<file path="config.mk">
export PLATFORM = sky130hd
export DESIGN_NAME = rcg_replay_guard
export DESIGN_NICKNAME = d
export VERILOG_FILES = /design/src/core/rcg_pkg.sv /design/src/core/rcg_replay_guard.sv
export SDC_FILE = /design/constraint.sdc
export NUM_CORES = 2
export LEC_CHECK = 0
export ABC_AREA = 1
export BUFFER_PORTS_ARGS = -buffer_cell sky130_fd_sc_hd__buf_2
export CORE_ASPECT_RATIO = 0.8
export CORE_MARGIN = 3
export CORE_UTILIZATION = 54
export CTS_CLUSTER_DIAMETER = 40
export DETAILED_ROUTE_END_ITERATION = 6
export PLACE_DENSITY_LB_ADDON = 0.3
export SLEW_MARGIN = 20
export SYNTH_ARGS = -nofsm -noshare
export SYNTH_HDL_FRONTEND = slang
export SYNTH_SLANG_ARGS = --single-unit
</file>
<file path="constraint.sdc">
create_clock -name clock_in -period 8 [get_ports clock_in]
set_input_delay 1.6 -clock clock_in [delete_from_list [all_inputs] [get_ports clock_in]]
set_output_delay 1.6 -clock clock_in [all_outputs]
set_load 0.05 [all_outputs]
</file>
<file path="src/core/rcg_pkg.sv">
// Shared constants and types for the rolling-code replay guard.
package rcg_pkg;
    // Widths of the rolling code, the signature and the link key.
    localparam int CODE_W = 32;
    localparam int SIG_W = 32;
    localparam int SHORT_SIG_W = 24;
    localparam int KEY_W = 128;
    localparam int TRY_W = 8;
    localparam int PEER_W_DEFAULT = 2;

    // Values after reset and the end of the code sequence.
    localparam logic [CODE_W-1:0] CODE_RESET = 32'h00000000;
    localparam logic [CODE_W-1:0] CODE_LAST = 32'hffffffff;
    localparam logic [CODE_W-1:0] CODE_STEP = 32'h00000001;
    localparam logic [SIG_W-1:0] SIG_RESET = 32'h00000000;
    localparam logic [KEY_W-1:0] KEY_RESET = 128'h0;
    localparam logic [TRY_W-1:0] TRY_RESET = 8'h00;
    localparam logic [TRY_W-1:0] TRY_STEP = 8'h01;

    // Look-ahead count tried beyond the expected code.
    localparam logic [TRY_W-1:0] WINDOW_DEFAULT = 8'h10;

    // Link table selector on the configuration port.
    localparam logic DIR_IN = 1'b0;
    localparam logic DIR_OUT = 1'b1;

    typedef enum logic [1:0] {
        ST_IDLE,
        ST_TX,
        ST_RX
    } rcg_state_type;
endpackage

</file>
<file path="src/core/rcg_replay_guard.sv">
// Rolling-code replay guard with per-peer link tables and look-ahead.
`timescale 1ns/1ps
module rcg_replay_guard #(
    parameter int PEER_W = rcg_pkg::PEER_W_DEFAULT,
    parameter logic [rcg_pkg::TRY_W-1:0] WINDOW = rcg_pkg::WINDOW_DEFAULT
) (
    input wire logic clock_in,
    input wire logic resetn_in,
    input wire logic cfg_we_in,
    input wire logic cfg_dir_in,
    input wire logic [PEER_W-1:0] cfg_peer_in,
    input wire logic [rcg_pkg::CODE_W-1:0] cfg_code_in,
    input wire logic [rcg_pkg::KEY_W-1:0] cfg_key_in,
    input wire logic cfg_implicit_in,
    input wire logic forward_en_in,
    input wire logic tx_req_in,
    input wire logic [PEER_W-1:0] tx_peer_in,
    input wire logic rx_req_in,
    input wire logic [PEER_W-1:0] rx_peer_in,
    input wire logic [rcg_pkg::CODE_W-1:0] rx_code_in,
    input wire logic [rcg_pkg::SIG_W-1:0] rx_sig_in,
    input wire logic rx_sig24_in,
    input wire logic sig_done_in,
    input wire logic [rcg_pkg::SIG_W-1:0] sig_value_in,
    output logic sig_req_out,
    output logic [rcg_pkg::CODE_W-1:0] sig_code_out,
    output logic [rcg_pkg::KEY_W-1:0] sig_key_out,
    output logic busy_out,
    output logic tx_done_out,
    output logic tx_err_out,
    output logic [rcg_pkg::CODE_W-1:0] tx_code_out,
    output logic [rcg_pkg::SIG_W-1:0] tx_sig_out,
    output logic rx_ok_out,
    output logic rx_fail_out,
    output logic rx_forward_out,
    output logic [rcg_pkg::CODE_W-1:0] rx_code_out
);
    import rcg_pkg::*;

    localparam int PEERS = 1 << PEER_W;

    // Outbound table: next code to send and key, per peer.
    logic [CODE_W-1:0] out_code_reg [PEERS];
    logic [KEY_W-1:0] out_key_reg [PEERS];
    logic [PEERS-1:0] out_valid_reg;
    // Inbound table: next acceptable code, key and mode, per peer.
    logic [CODE_W-1:0] in_code_reg [PEERS];
    logic [KEY_W-1:0] in_key_reg [PEERS];
    logic [PEERS-1:0] in_valid_reg;
    logic [PEERS-1:0] in_implicit_reg;

    rcg_state_type state_reg;
    logic [PEER_W-1:0] peer_reg;
    logic [CODE_W-1:0] cand_reg;
    logic [TRY_W-1:0] tries_reg;
    logic [SIG_W-1:0] rx_sig_reg;
    logic rx_sig24_reg;

    logic idle;
    logic cfg_take;
    logic tx_take;
    logic rx_take;
    logic tx_ok;
    logic rx_start_ok;
    logic sig_match;
    logic rx_accept;
    logic rx_retry;
    logic rx_reject;

    assign idle = (state_reg == ST_IDLE);
    // Configuration wins over requests; requests while busy are ignored.
    assign cfg_take = idle && cfg_we_in;
    assign tx_take = idle && !cfg_we_in && tx_req_in;
    assign rx_take = idle && !cfg_we_in && !tx_req_in && rx_req_in;
    assign tx_ok = out_valid_reg[tx_peer_in];
    // An explicit code below the next acceptable one is a replay.
    assign rx_start_ok = in_valid_reg[rx_peer_in] &&
        (in_implicit_reg[rx_peer_in] ||
         (rx_code_in >= in_code_reg[rx_peer_in]));

    // Short signatures compare only their low bytes.
    always_comb begin
        if (rx_sig24_reg) begin
            sig_match = (sig_value_in[SHORT_SIG_W-1:0] ==
                         rx_sig_reg[SHORT_SIG_W-1:0]);
        end else begin
            sig_match = (sig_value_in == rx_sig_reg);
        end
    end

    assign rx_accept = (state_reg == ST_RX) && sig_done_in && sig_match;
    // Look-ahead only in implicit mode, and never past the last code.
    assign rx_retry = (state_reg == ST_RX) && sig_done_in && !sig_match &&
        in_implicit_reg[peer_reg] && (tries_reg < WINDOW) &&
        (cand_reg != CODE_LAST);
    assign rx_reject = (state_reg == ST_RX) && sig_done_in && !sig_match &&
        !rx_retry;

    // Link tables; both directions are kept apart, keys may be equal.
    always_ff @(posedge clock_in) begin
        if (cfg_take && cfg_dir_in == DIR_OUT) begin
            out_code_reg[cfg_peer_in] <= cfg_code_in;
            out_key_reg[cfg_peer_in] <= cfg_key_in;
        end else if (tx_take && tx_ok) begin
            out_code_reg[tx_peer_in] <= out_code_reg[tx_peer_in] +
                CODE_STEP;
        end
        if (cfg_take && cfg_dir_in == DIR_IN) begin
            in_code_reg[cfg_peer_in] <= cfg_code_in;
            in_key_reg[cfg_peer_in] <= cfg_key_in;
        end else if (rx_accept) begin
            in_code_reg[peer_reg] <= cand_reg + CODE_STEP;
        end
    end

    // Entry validity; an entry that used its last code is retired.
    always_ff @(posedge clock_in) begin
        if (!resetn_in) begin
            out_valid_reg <= '0;
            in_valid_reg <= '0;
            in_implicit_reg <= '0;
        end else begin
            if (cfg_take && cfg_dir_in == DIR_OUT) begin
                out_valid_reg[cfg_peer_in] <= 1'b1;
            end else if (tx_take && tx_ok &&
                         out_code_reg[tx_peer_in] == CODE_LAST) begin
                out_valid_reg[tx_peer_in] <= 1'b0;
            end
            if (cfg_take && cfg_dir_in == DIR_IN) begin
                in_valid_reg[cfg_peer_in] <= 1'b1;
                in_implicit_reg[cfg_peer_in] <= cfg_implicit_in;
            end else if (rx_accept && cand_reg == CODE_LAST) begin
                in_valid_reg[peer_reg] <= 1'b0;
            end
        end
    end

    // Sequencer for sign and verify attempts.
    always_ff @(posedge clock_in) begin
        if (!resetn_in) begin
            state_reg <= ST_IDLE;
            peer_reg <= '0;
            cand_reg <= CODE_RESET;
            tries_reg <= TRY_RESET;
            rx_sig_reg <= SIG_RESET;
            rx_sig24_reg <= 1'b0;
        end else begin
            case (state_reg)
                ST_IDLE: begin
                    if (tx_take && tx_ok) begin
                        peer_reg <= tx_peer_in;
                        cand_reg <= out_code_reg[tx_peer_in];
                        state_reg <= ST_TX;
                    end else if (rx_take && rx_start_ok) begin
                        peer_reg <= rx_peer_in;
                        tries_reg <= TRY_RESET;
                        rx_sig_reg <= rx_sig_in;
                        rx_sig24_reg <= rx_sig24_in;
                        if (in_implicit_reg[rx_peer_in]) begin
                            cand_reg <= in_code_reg[rx_peer_in];
                        end else begin
                            cand_reg <= rx_code_in;
                        end
                        state_reg <= ST_RX;
                    end
                end
                ST_TX: begin
                    if (sig_done_in) begin
                        state_reg <= ST_IDLE;
                    end
                end
                ST_RX: begin
                    if (rx_retry) begin
                        cand_reg <= cand_reg + CODE_STEP;
                        tries_reg <= tries_reg + TRY_STEP;
                    end else if (sig_done_in) begin
                        state_reg <= ST_IDLE;
                    end
                end
                default: begin
                    state_reg <= ST_IDLE;
                end
            endcase
        end
    end

    // Signature engine request: the code is the nonce, with the link key.
    always_ff @(posedge clock_in) begin
        if (!resetn_in) begin
            sig_req_out <= 1'b0;
            sig_code_out <= CODE_RESET;
            sig_key_out <= KEY_RESET;
        end else begin
            sig_req_out <= 1'b0;
            if (tx_take && tx_ok) begin
                sig_req_out <= 1'b1;
                sig_code_out <= out_code_reg[tx_peer_in];
                sig_key_out <= out_key_reg[tx_peer_in];
            end else if (rx_take && rx_start_ok) begin
                sig_req_out <= 1'b1;
                sig_key_out <= in_key_reg[rx_peer_in];
                if (in_implicit_reg[rx_peer_in]) begin
                    sig_code_out <= in_code_reg[rx_peer_in];
                end else begin
                    sig_code_out <= rx_code_in;
                end
            end else if (rx_retry) begin
                sig_req_out <= 1'b1;
                sig_code_out <= cand_reg + CODE_STEP;
            end
        end
    end

    // Results; the key stays on sig_key_out for the decryptor after a match.
    always_ff @(posedge clock_in) begin
        if (!resetn_in) begin
            busy_out <= 1'b0;
            tx_done_out <= 1'b0;
            tx_err_out <= 1'b0;
            tx_code_out <= CODE_RESET;
            tx_sig_out <= SIG_RESET;
            rx_ok_out <= 1'b0;
            rx_fail_out <= 1'b0;
            rx_forward_out <= 1'b0;
            rx_code_out <= CODE_RESET;
        end else begin
            busy_out <= (tx_take && tx_ok) || (rx_take && rx_start_ok) ||
                (!idle && !(sig_done_in && !rx_retry));
            tx_done_out <= (state_reg == ST_TX) && sig_done_in;
            tx_err_out <= tx_take && !tx_ok;
            rx_ok_out <= rx_accept;
            rx_fail_out <= rx_reject || (rx_take && !rx_start_ok);
            rx_forward_out <= forward_en_in &&
                (rx_reject || (rx_take && !rx_start_ok));
            if ((state_reg == ST_TX) && sig_done_in) begin
                // Code and signature leave together for one telegram.
                tx_code_out <= cand_reg;
                tx_sig_out <= sig_value_in;
            end
            if (rx_accept) begin
                rx_code_out <= cand_reg;
            end
        end
    end
endmodule

</file>
## Word level (Yosys, flattened, before mapping)

Memory sizes are Yosys's and may differ from the RTL's.
Cells that the tools add are included.

- Register bits: 352
- Latch bits: 0
- RAM bits: 1,280
- ROM bits: 0
- Output and inout bits: 263
- Word-level logic and storage cells: 169
- Memories: 4

Memories:

| name | words | bits a word | read ports | clocked after Yosys merged registers in | wr ports | RTL line | text |
|---|---|---|---|---|---|---|---|
| in_key_reg | 4 | 128 | 1 | 0 | 1 | rcg_replay_guard.sv:48 | `logic [KEY_W-1:0] in_key_reg [PEERS];` |
| out_key_reg | 4 | 128 | 1 | 0 | 1 | rcg_replay_guard.sv:44 | `logic [KEY_W-1:0] out_key_reg [PEERS];` |
| in_code_reg | 4 | 32 | 1 | 0 | 1 | rcg_replay_guard.sv:47 | `logic [CODE_W-1:0] in_code_reg [PEERS];` |
| out_code_reg | 4 | 32 | 1 | 0 | 1 | rcg_replay_guard.sv:43 | `logic [CODE_W-1:0] out_code_reg [PEERS];` |

- $add $sub $neg: 3
- $mul: 0
- Divide/modulo/power cells: 0
- Order comparisons: 9
- Equal/unequal tests: 12
- Shift-type cells: 0
- Muxes and demuxes: 59
- Bitwise logic cells: 8
- Reductions and logical operators: 53

Operators by type and width:

| operator | number |
|---|---|
| 128-bit two-way mux | 2 |
| 32-bit two-way mux | 8 |
| 32-bit by 1-bit adder with 32-bit output, second input constant | 2 |
| 32-bit == test, second input constant | 2 |
| 32-bit case mux with 2 select lines | 1 |
| 32-bit OR reduction | 2 |
| 32-bit == test | 1 |
| 32-bit greater-or-equal comparator | 1 |
| 32-bit inequality test, second input constant | 1 |
| 1-bit logical AND | 28 |
| 24-bit == test | 1 |
| 8-bit two-way mux | 3 |
| 1-bit two-way mux | 23 |
| 2-bit two-way mux | 8 |
| 4-bit two-way mux | 4 |
| 8-bit case mux with 2 select lines | 1 |
| 2-bit by 3-bit less-than comparator with 1-bit output, second input constant | 4 |
| 8-bit by 1-bit adder with 8-bit output, second input constant | 1 |
| 4-bit AND | 2 |
| 1-bit binary-select mux with 2-bit select | 4 |
| 1-bit logical NOT | 8 |
| 8-bit by 5-bit less-than comparator with 1-bit output, second input constant | 1 |
| 4-bit NOT | 2 |
| 4-bit OR | 2 |
| 17 further kinds | 32 |

## Logic depth before layout (Yosys ltp)

- Depth in word-level cells: 12
- Gate-level depth with buffers: 26
- Depth with buffers taken out: 23

## Worst setup path before layout

No wires, ideal clock.

- Kind: input-to-reg
- From: input cfg_dir_in
- To: register in_valid_reg[1]
- Arrival: 8,026 ps
- Required time: 7,904 ps
- Setup slack: -122 ps
- Stages: 5
- Cell sequence: nor3_1 > clkinv_1 > nor2_1 > o21ai_0 > a31oi_1

- Word-level cells in the longest chain between the ends: 3

Ends and longest elaborated chain:

| element | RTL line | text |
|---|---|---|
| start: declaration | rcg_replay_guard.sv:10 | `input wire logic cfg_dir_in,` |
| 1-bit NOT (*) | rcg_replay_guard.sv:129 | `if (cfg_take && cfg_dir_in == DIR_IN) begin` |
| 1-bit logical AND (*) | rcg_replay_guard.sv:129 |  |
| 4-bit two-way mux / 2-bit nonzero test (equally long branches) | -- |  |
| end signal: assignment | rcg_replay_guard.sv:120 | `in_valid_reg <= '0;` |
| end signal: indexed assignment | rcg_replay_guard.sv:130 | `in_valid_reg[cfg_peer_in] <= 1'b1;` |
| end signal: indexed assignment | rcg_replay_guard.sv:133 | `in_valid_reg[peer_reg] <= 1'b0;` |
| end: declaration | rcg_replay_guard.sv:49 | `logic [PEERS-1:0] in_valid_reg;` |

Mark *: on every way between the ends. The rest lies on a longest branch, timed or not.
A chain may end at the register's enable or synchronous reset.

## Final worst setup path

- From: input rx_peer_in[0]
- To: register peer_reg[1]

- Word-level cells in the longest chain between the ends: 7

Ends and longest elaborated chain:

| element | RTL line | text |
|---|---|---|
| start: declaration | rcg_replay_guard.sv:19 | `input wire logic [PEER_W-1:0] rx_peer_in,` |
| memory 4 x 32 bit / 1-bit binary-select mux with 2-bit select (equally long branches) | -- |  |
| 32-bit greater-or-equal comparator / 1-bit two-way mux (equally long branches) | rcg_replay_guard.sv:79, rcg_replay_guard.sv:78 |  |
| 1-bit logical OR | rcg_replay_guard.sv:78 | `(in_implicit_reg[rx_peer_in] \|\|` |
| 1-bit logical AND (*) | rcg_replay_guard.sv:77 | `assign rx_start_ok = in_valid_reg[rx_peer_in] &&` |
| 1-bit logical AND (*) | rcg_replay_guard.sv:154 | `end else if (rx_take && rx_start_ok) begin` |
| 2-bit nonzero test (no source line) (*) | -- |  |
| 2-bit AND reduction (no source line) (*) | -- |  |
| end signal: assignment | rcg_replay_guard.sv:151 | `peer_reg <= tx_peer_in;` |
| end signal: assignment | rcg_replay_guard.sv:155 | `peer_reg <= rx_peer_in;` |
| end: declaration | rcg_replay_guard.sv:53 | `logic [PEER_W-1:0] peer_reg;` |

Mark *: on every way between the ends. The rest lies on a longest branch, timed or not. The select of a mux whose other input is x is not followed.

==> flow_summary.ini <==
[status]
status = complete, but fails checks
violations = design-rule violations

[layout]
fin_nets = 6651
final_common_cell = edfxtp_1
layout_common_cells = edfxtp_1, nand2_1, nor2_1, buf_2, nand3_1
synthToLayoutAreaGrowth_pct = 15.2
utilization_pct = 63.3
drive_above_1_share_pct = 14.3
design_area_um2 = 75900

[sta]
finalSetupTns_ns = 0
hold_slack_ns = 0.446
period_minus_slack_ns = 5.92
worst_slack_ns = 2.08
rsz0062_at_grt = no
hold_viol = 0
tightest_slew_ns = 1.12
finalCritPeriodShare_pct = 74.0
clock_skew_ns = 0.0409
max_freq_mhz = 169
maxSlewHeadroom_pct = 25.1
setup_viol = 0
drv_slew = 0

[critical_path]
crit_arrival_ns = 6.58
endpoint_kind = register
crit_path_start_kind = primary input
required_ns = 8.66
path_class = primary input to register
path_max_fanout = 158

[detailed_routing]
postRouteAntennaNets = 0
remaining_drc_errors = 1
avgRoutedWirePerCell_um = 23.0
drt-pass1-iter-count = 7
drt_iter0_drc = 4949
wl_mm = 187
via_per_inst = 5.84
dr_total_vias = 47438

[yosys]
async_flop_share_pct = 0
synth_warnings = 0
synth_ff_type = edfxtp_1
syn_inst = 5932
yosysSeqAreaShare_pct = 69.0
syn_avg_cell_area_um2 = 11.1
synth_edf_count = 1280
ys_seq_elements = 1632
synth_area_um2 = 65900
mappedNetlistNets = 6242
ys_types = 52

[run]
cap_violations = 0

[grt]
antenna_found_initial = 39
track_usage_pct = 29.0
grt_max_degree = 176
grt_pass1_vias = 44950
grt_pass1_wl_mm = 278
overflow = 0

[clock_tree]
clk_path_buf_depth = 3
cts_root_buf = clkbuf_16
postCtsSetupBuffers = 0
clock_sinks = 1632
htree_levels = 4
clkTransAtPathRegs_ns = 0.06
numCtsBuffers = 173
cts_resized = 0
clk_latency_ns = 0.82
postCtsHoldBufs = 0
cts_tree = built

[power]
powerDensity_nw_per_um2 = 270
p_switching_w = 0.00548
peakVddDrop_mv = 0.217
sw_frac_of_total_pct = 26.7
seqPwrFrac_pct = 47.9
leakage_nw = 28.9
combPwrFrac_pct = 11.6
clkPwrFrac_pct = 40.6
internal-power_w = 0.0150

[floorplanning]
dieArea_um2 = 126000
die_y_um = 318
rows = 113
start_util_pct = 55.0
die_w_um = 397
ios = 535
coreArea_um2 = 120000

[min_path]
min_path_type = register to register

[placed_design]
place_area_um2 = 69800
portBuffers = 534
dp_hpwl_mm = 107
pre_cts_ws_ns = 1.63
place.gp.congestion = 1.00
## synth_stat cells, types with 34 or more instances
cell type / count / area [um^2]
edfxtp_1: 1280 / 38400
nand2_1: 1217 / 4570
nor2_1: 600 / 2250
nand3_1: 531 / 2660
o21ai_0: 451 / 2260
dfxtp_1: 352 / 7050
a21oi_1: 300 / 1500
inv_1: 274 / 1030
clkbuf_1: 213 / 800
a22oi_1: 133 / 998
buf_2: 98 / 490
o211a_1: 83 / 831
o22ai_1: 42 / 263
xnor2_1: 39 / 342
ha_1: 38 / 475
xor2_1: 34 / 298
## per-layer routing
| metal | share of wire, % | wire [um] | up-vias | global-route usage, % |
|---|---|---|---|---|
| li1 | - | - | 21740 | - |
| met1 | 39 | 73700 | 22941 | 38.8 |
| met2 | 47 | 87300 | 2342 | 45.8 |
| met3 | 10 | 18800 | 391 | 6.77 |
| met4 | 3.8 | 7080 | 24 | 12.0 |
| met5 | 0.087 | 163 | - | 0 |
## cell type report
cell class | instances | area, um^2
Clock buffer | 213 | 4620
Fill cell | 9283 | 44000
Clock inverter | 111 | 1420
Tap cell | 1610 | 2010
Multi-Input combinational cell | 3660 | 18000
Timing Repair Buffer | 587 | 3220
Inverter | 287 | 1110
Antenna cell | 25 | 62.6
Sequential cell | 1632 | 45500
## power groups by stage
| stage | combinational (W) | clock, W | sequential [W] |
|---|---|---|---|
| floorplan | 0.00126 | 0 | 0.0102 |
| global placement | 0.00231 | 0 | 0.00998 |
| detailed placement | 0.00235 | 0 | 0.00999 |
| CTS | 0.00236 | 0.00841 | 0.00981 |
| global route | 0.00257 | 0.00880 | 0.00986 |
| finish | 0.00237 | 0.00832 | 0.00982 |
## path summary, 6_finish.rpt
path                 startpoint  slack (ns)           end  depth (start not counted)
max               rx_peer_in[0]        2.08   peer_reg[1]                         15
min                tries_reg[6]        0.45  tries_reg[6]                          2
max reg2reg  in_code_reg[1][31]        3.74   peer_reg[1]                         13
min reg2reg        tries_reg[6]        0.45  tries_reg[6]                          2
## cells by family (layout without fill, tap and decap cells)
group / Yosys count / in the layout / synth area share (%)
simple gates: 2428 / 2428 / 15.2
flops: 1632 / 1632 / 69.0
compound gates: 1120 / 1120 / 10.2
buf+inv: 640 / 1198 / 3.90
xor+xnor: 73 / 73 / 0.970
fa+ha+maj: 38 / 38 / 0.722
mux: 1 / 1 / 0.0152
other cells: 0 / 25 / 0
## metrics by stage
stage	std cells	power, W
after global routing	8111	0.0212
after detailed placement	7776	0.0123
final	8125	0.0205
after floorplan	5932	0.0115
after global placement	7776	0.0123
after CTS	8100	0.0206
## worst max-delay path, stage by stage
cell and delay (ns):
buf_8 0.20, inv_8 0.77, o21ai_0 0.20, o22a_1 0.24, ha_1 0.32, nand4_1 0.16
nor3_1 0.22, and3_1 0.26, nand2_1 0.07, nand2_1 0.26, nand3_4 0.17, nand2_8 0.52
clkinv_2 0.92, o21ai_0 0.42, a21oi_1 0.07
Note: power is estimated with default switching activity, not from simulation.
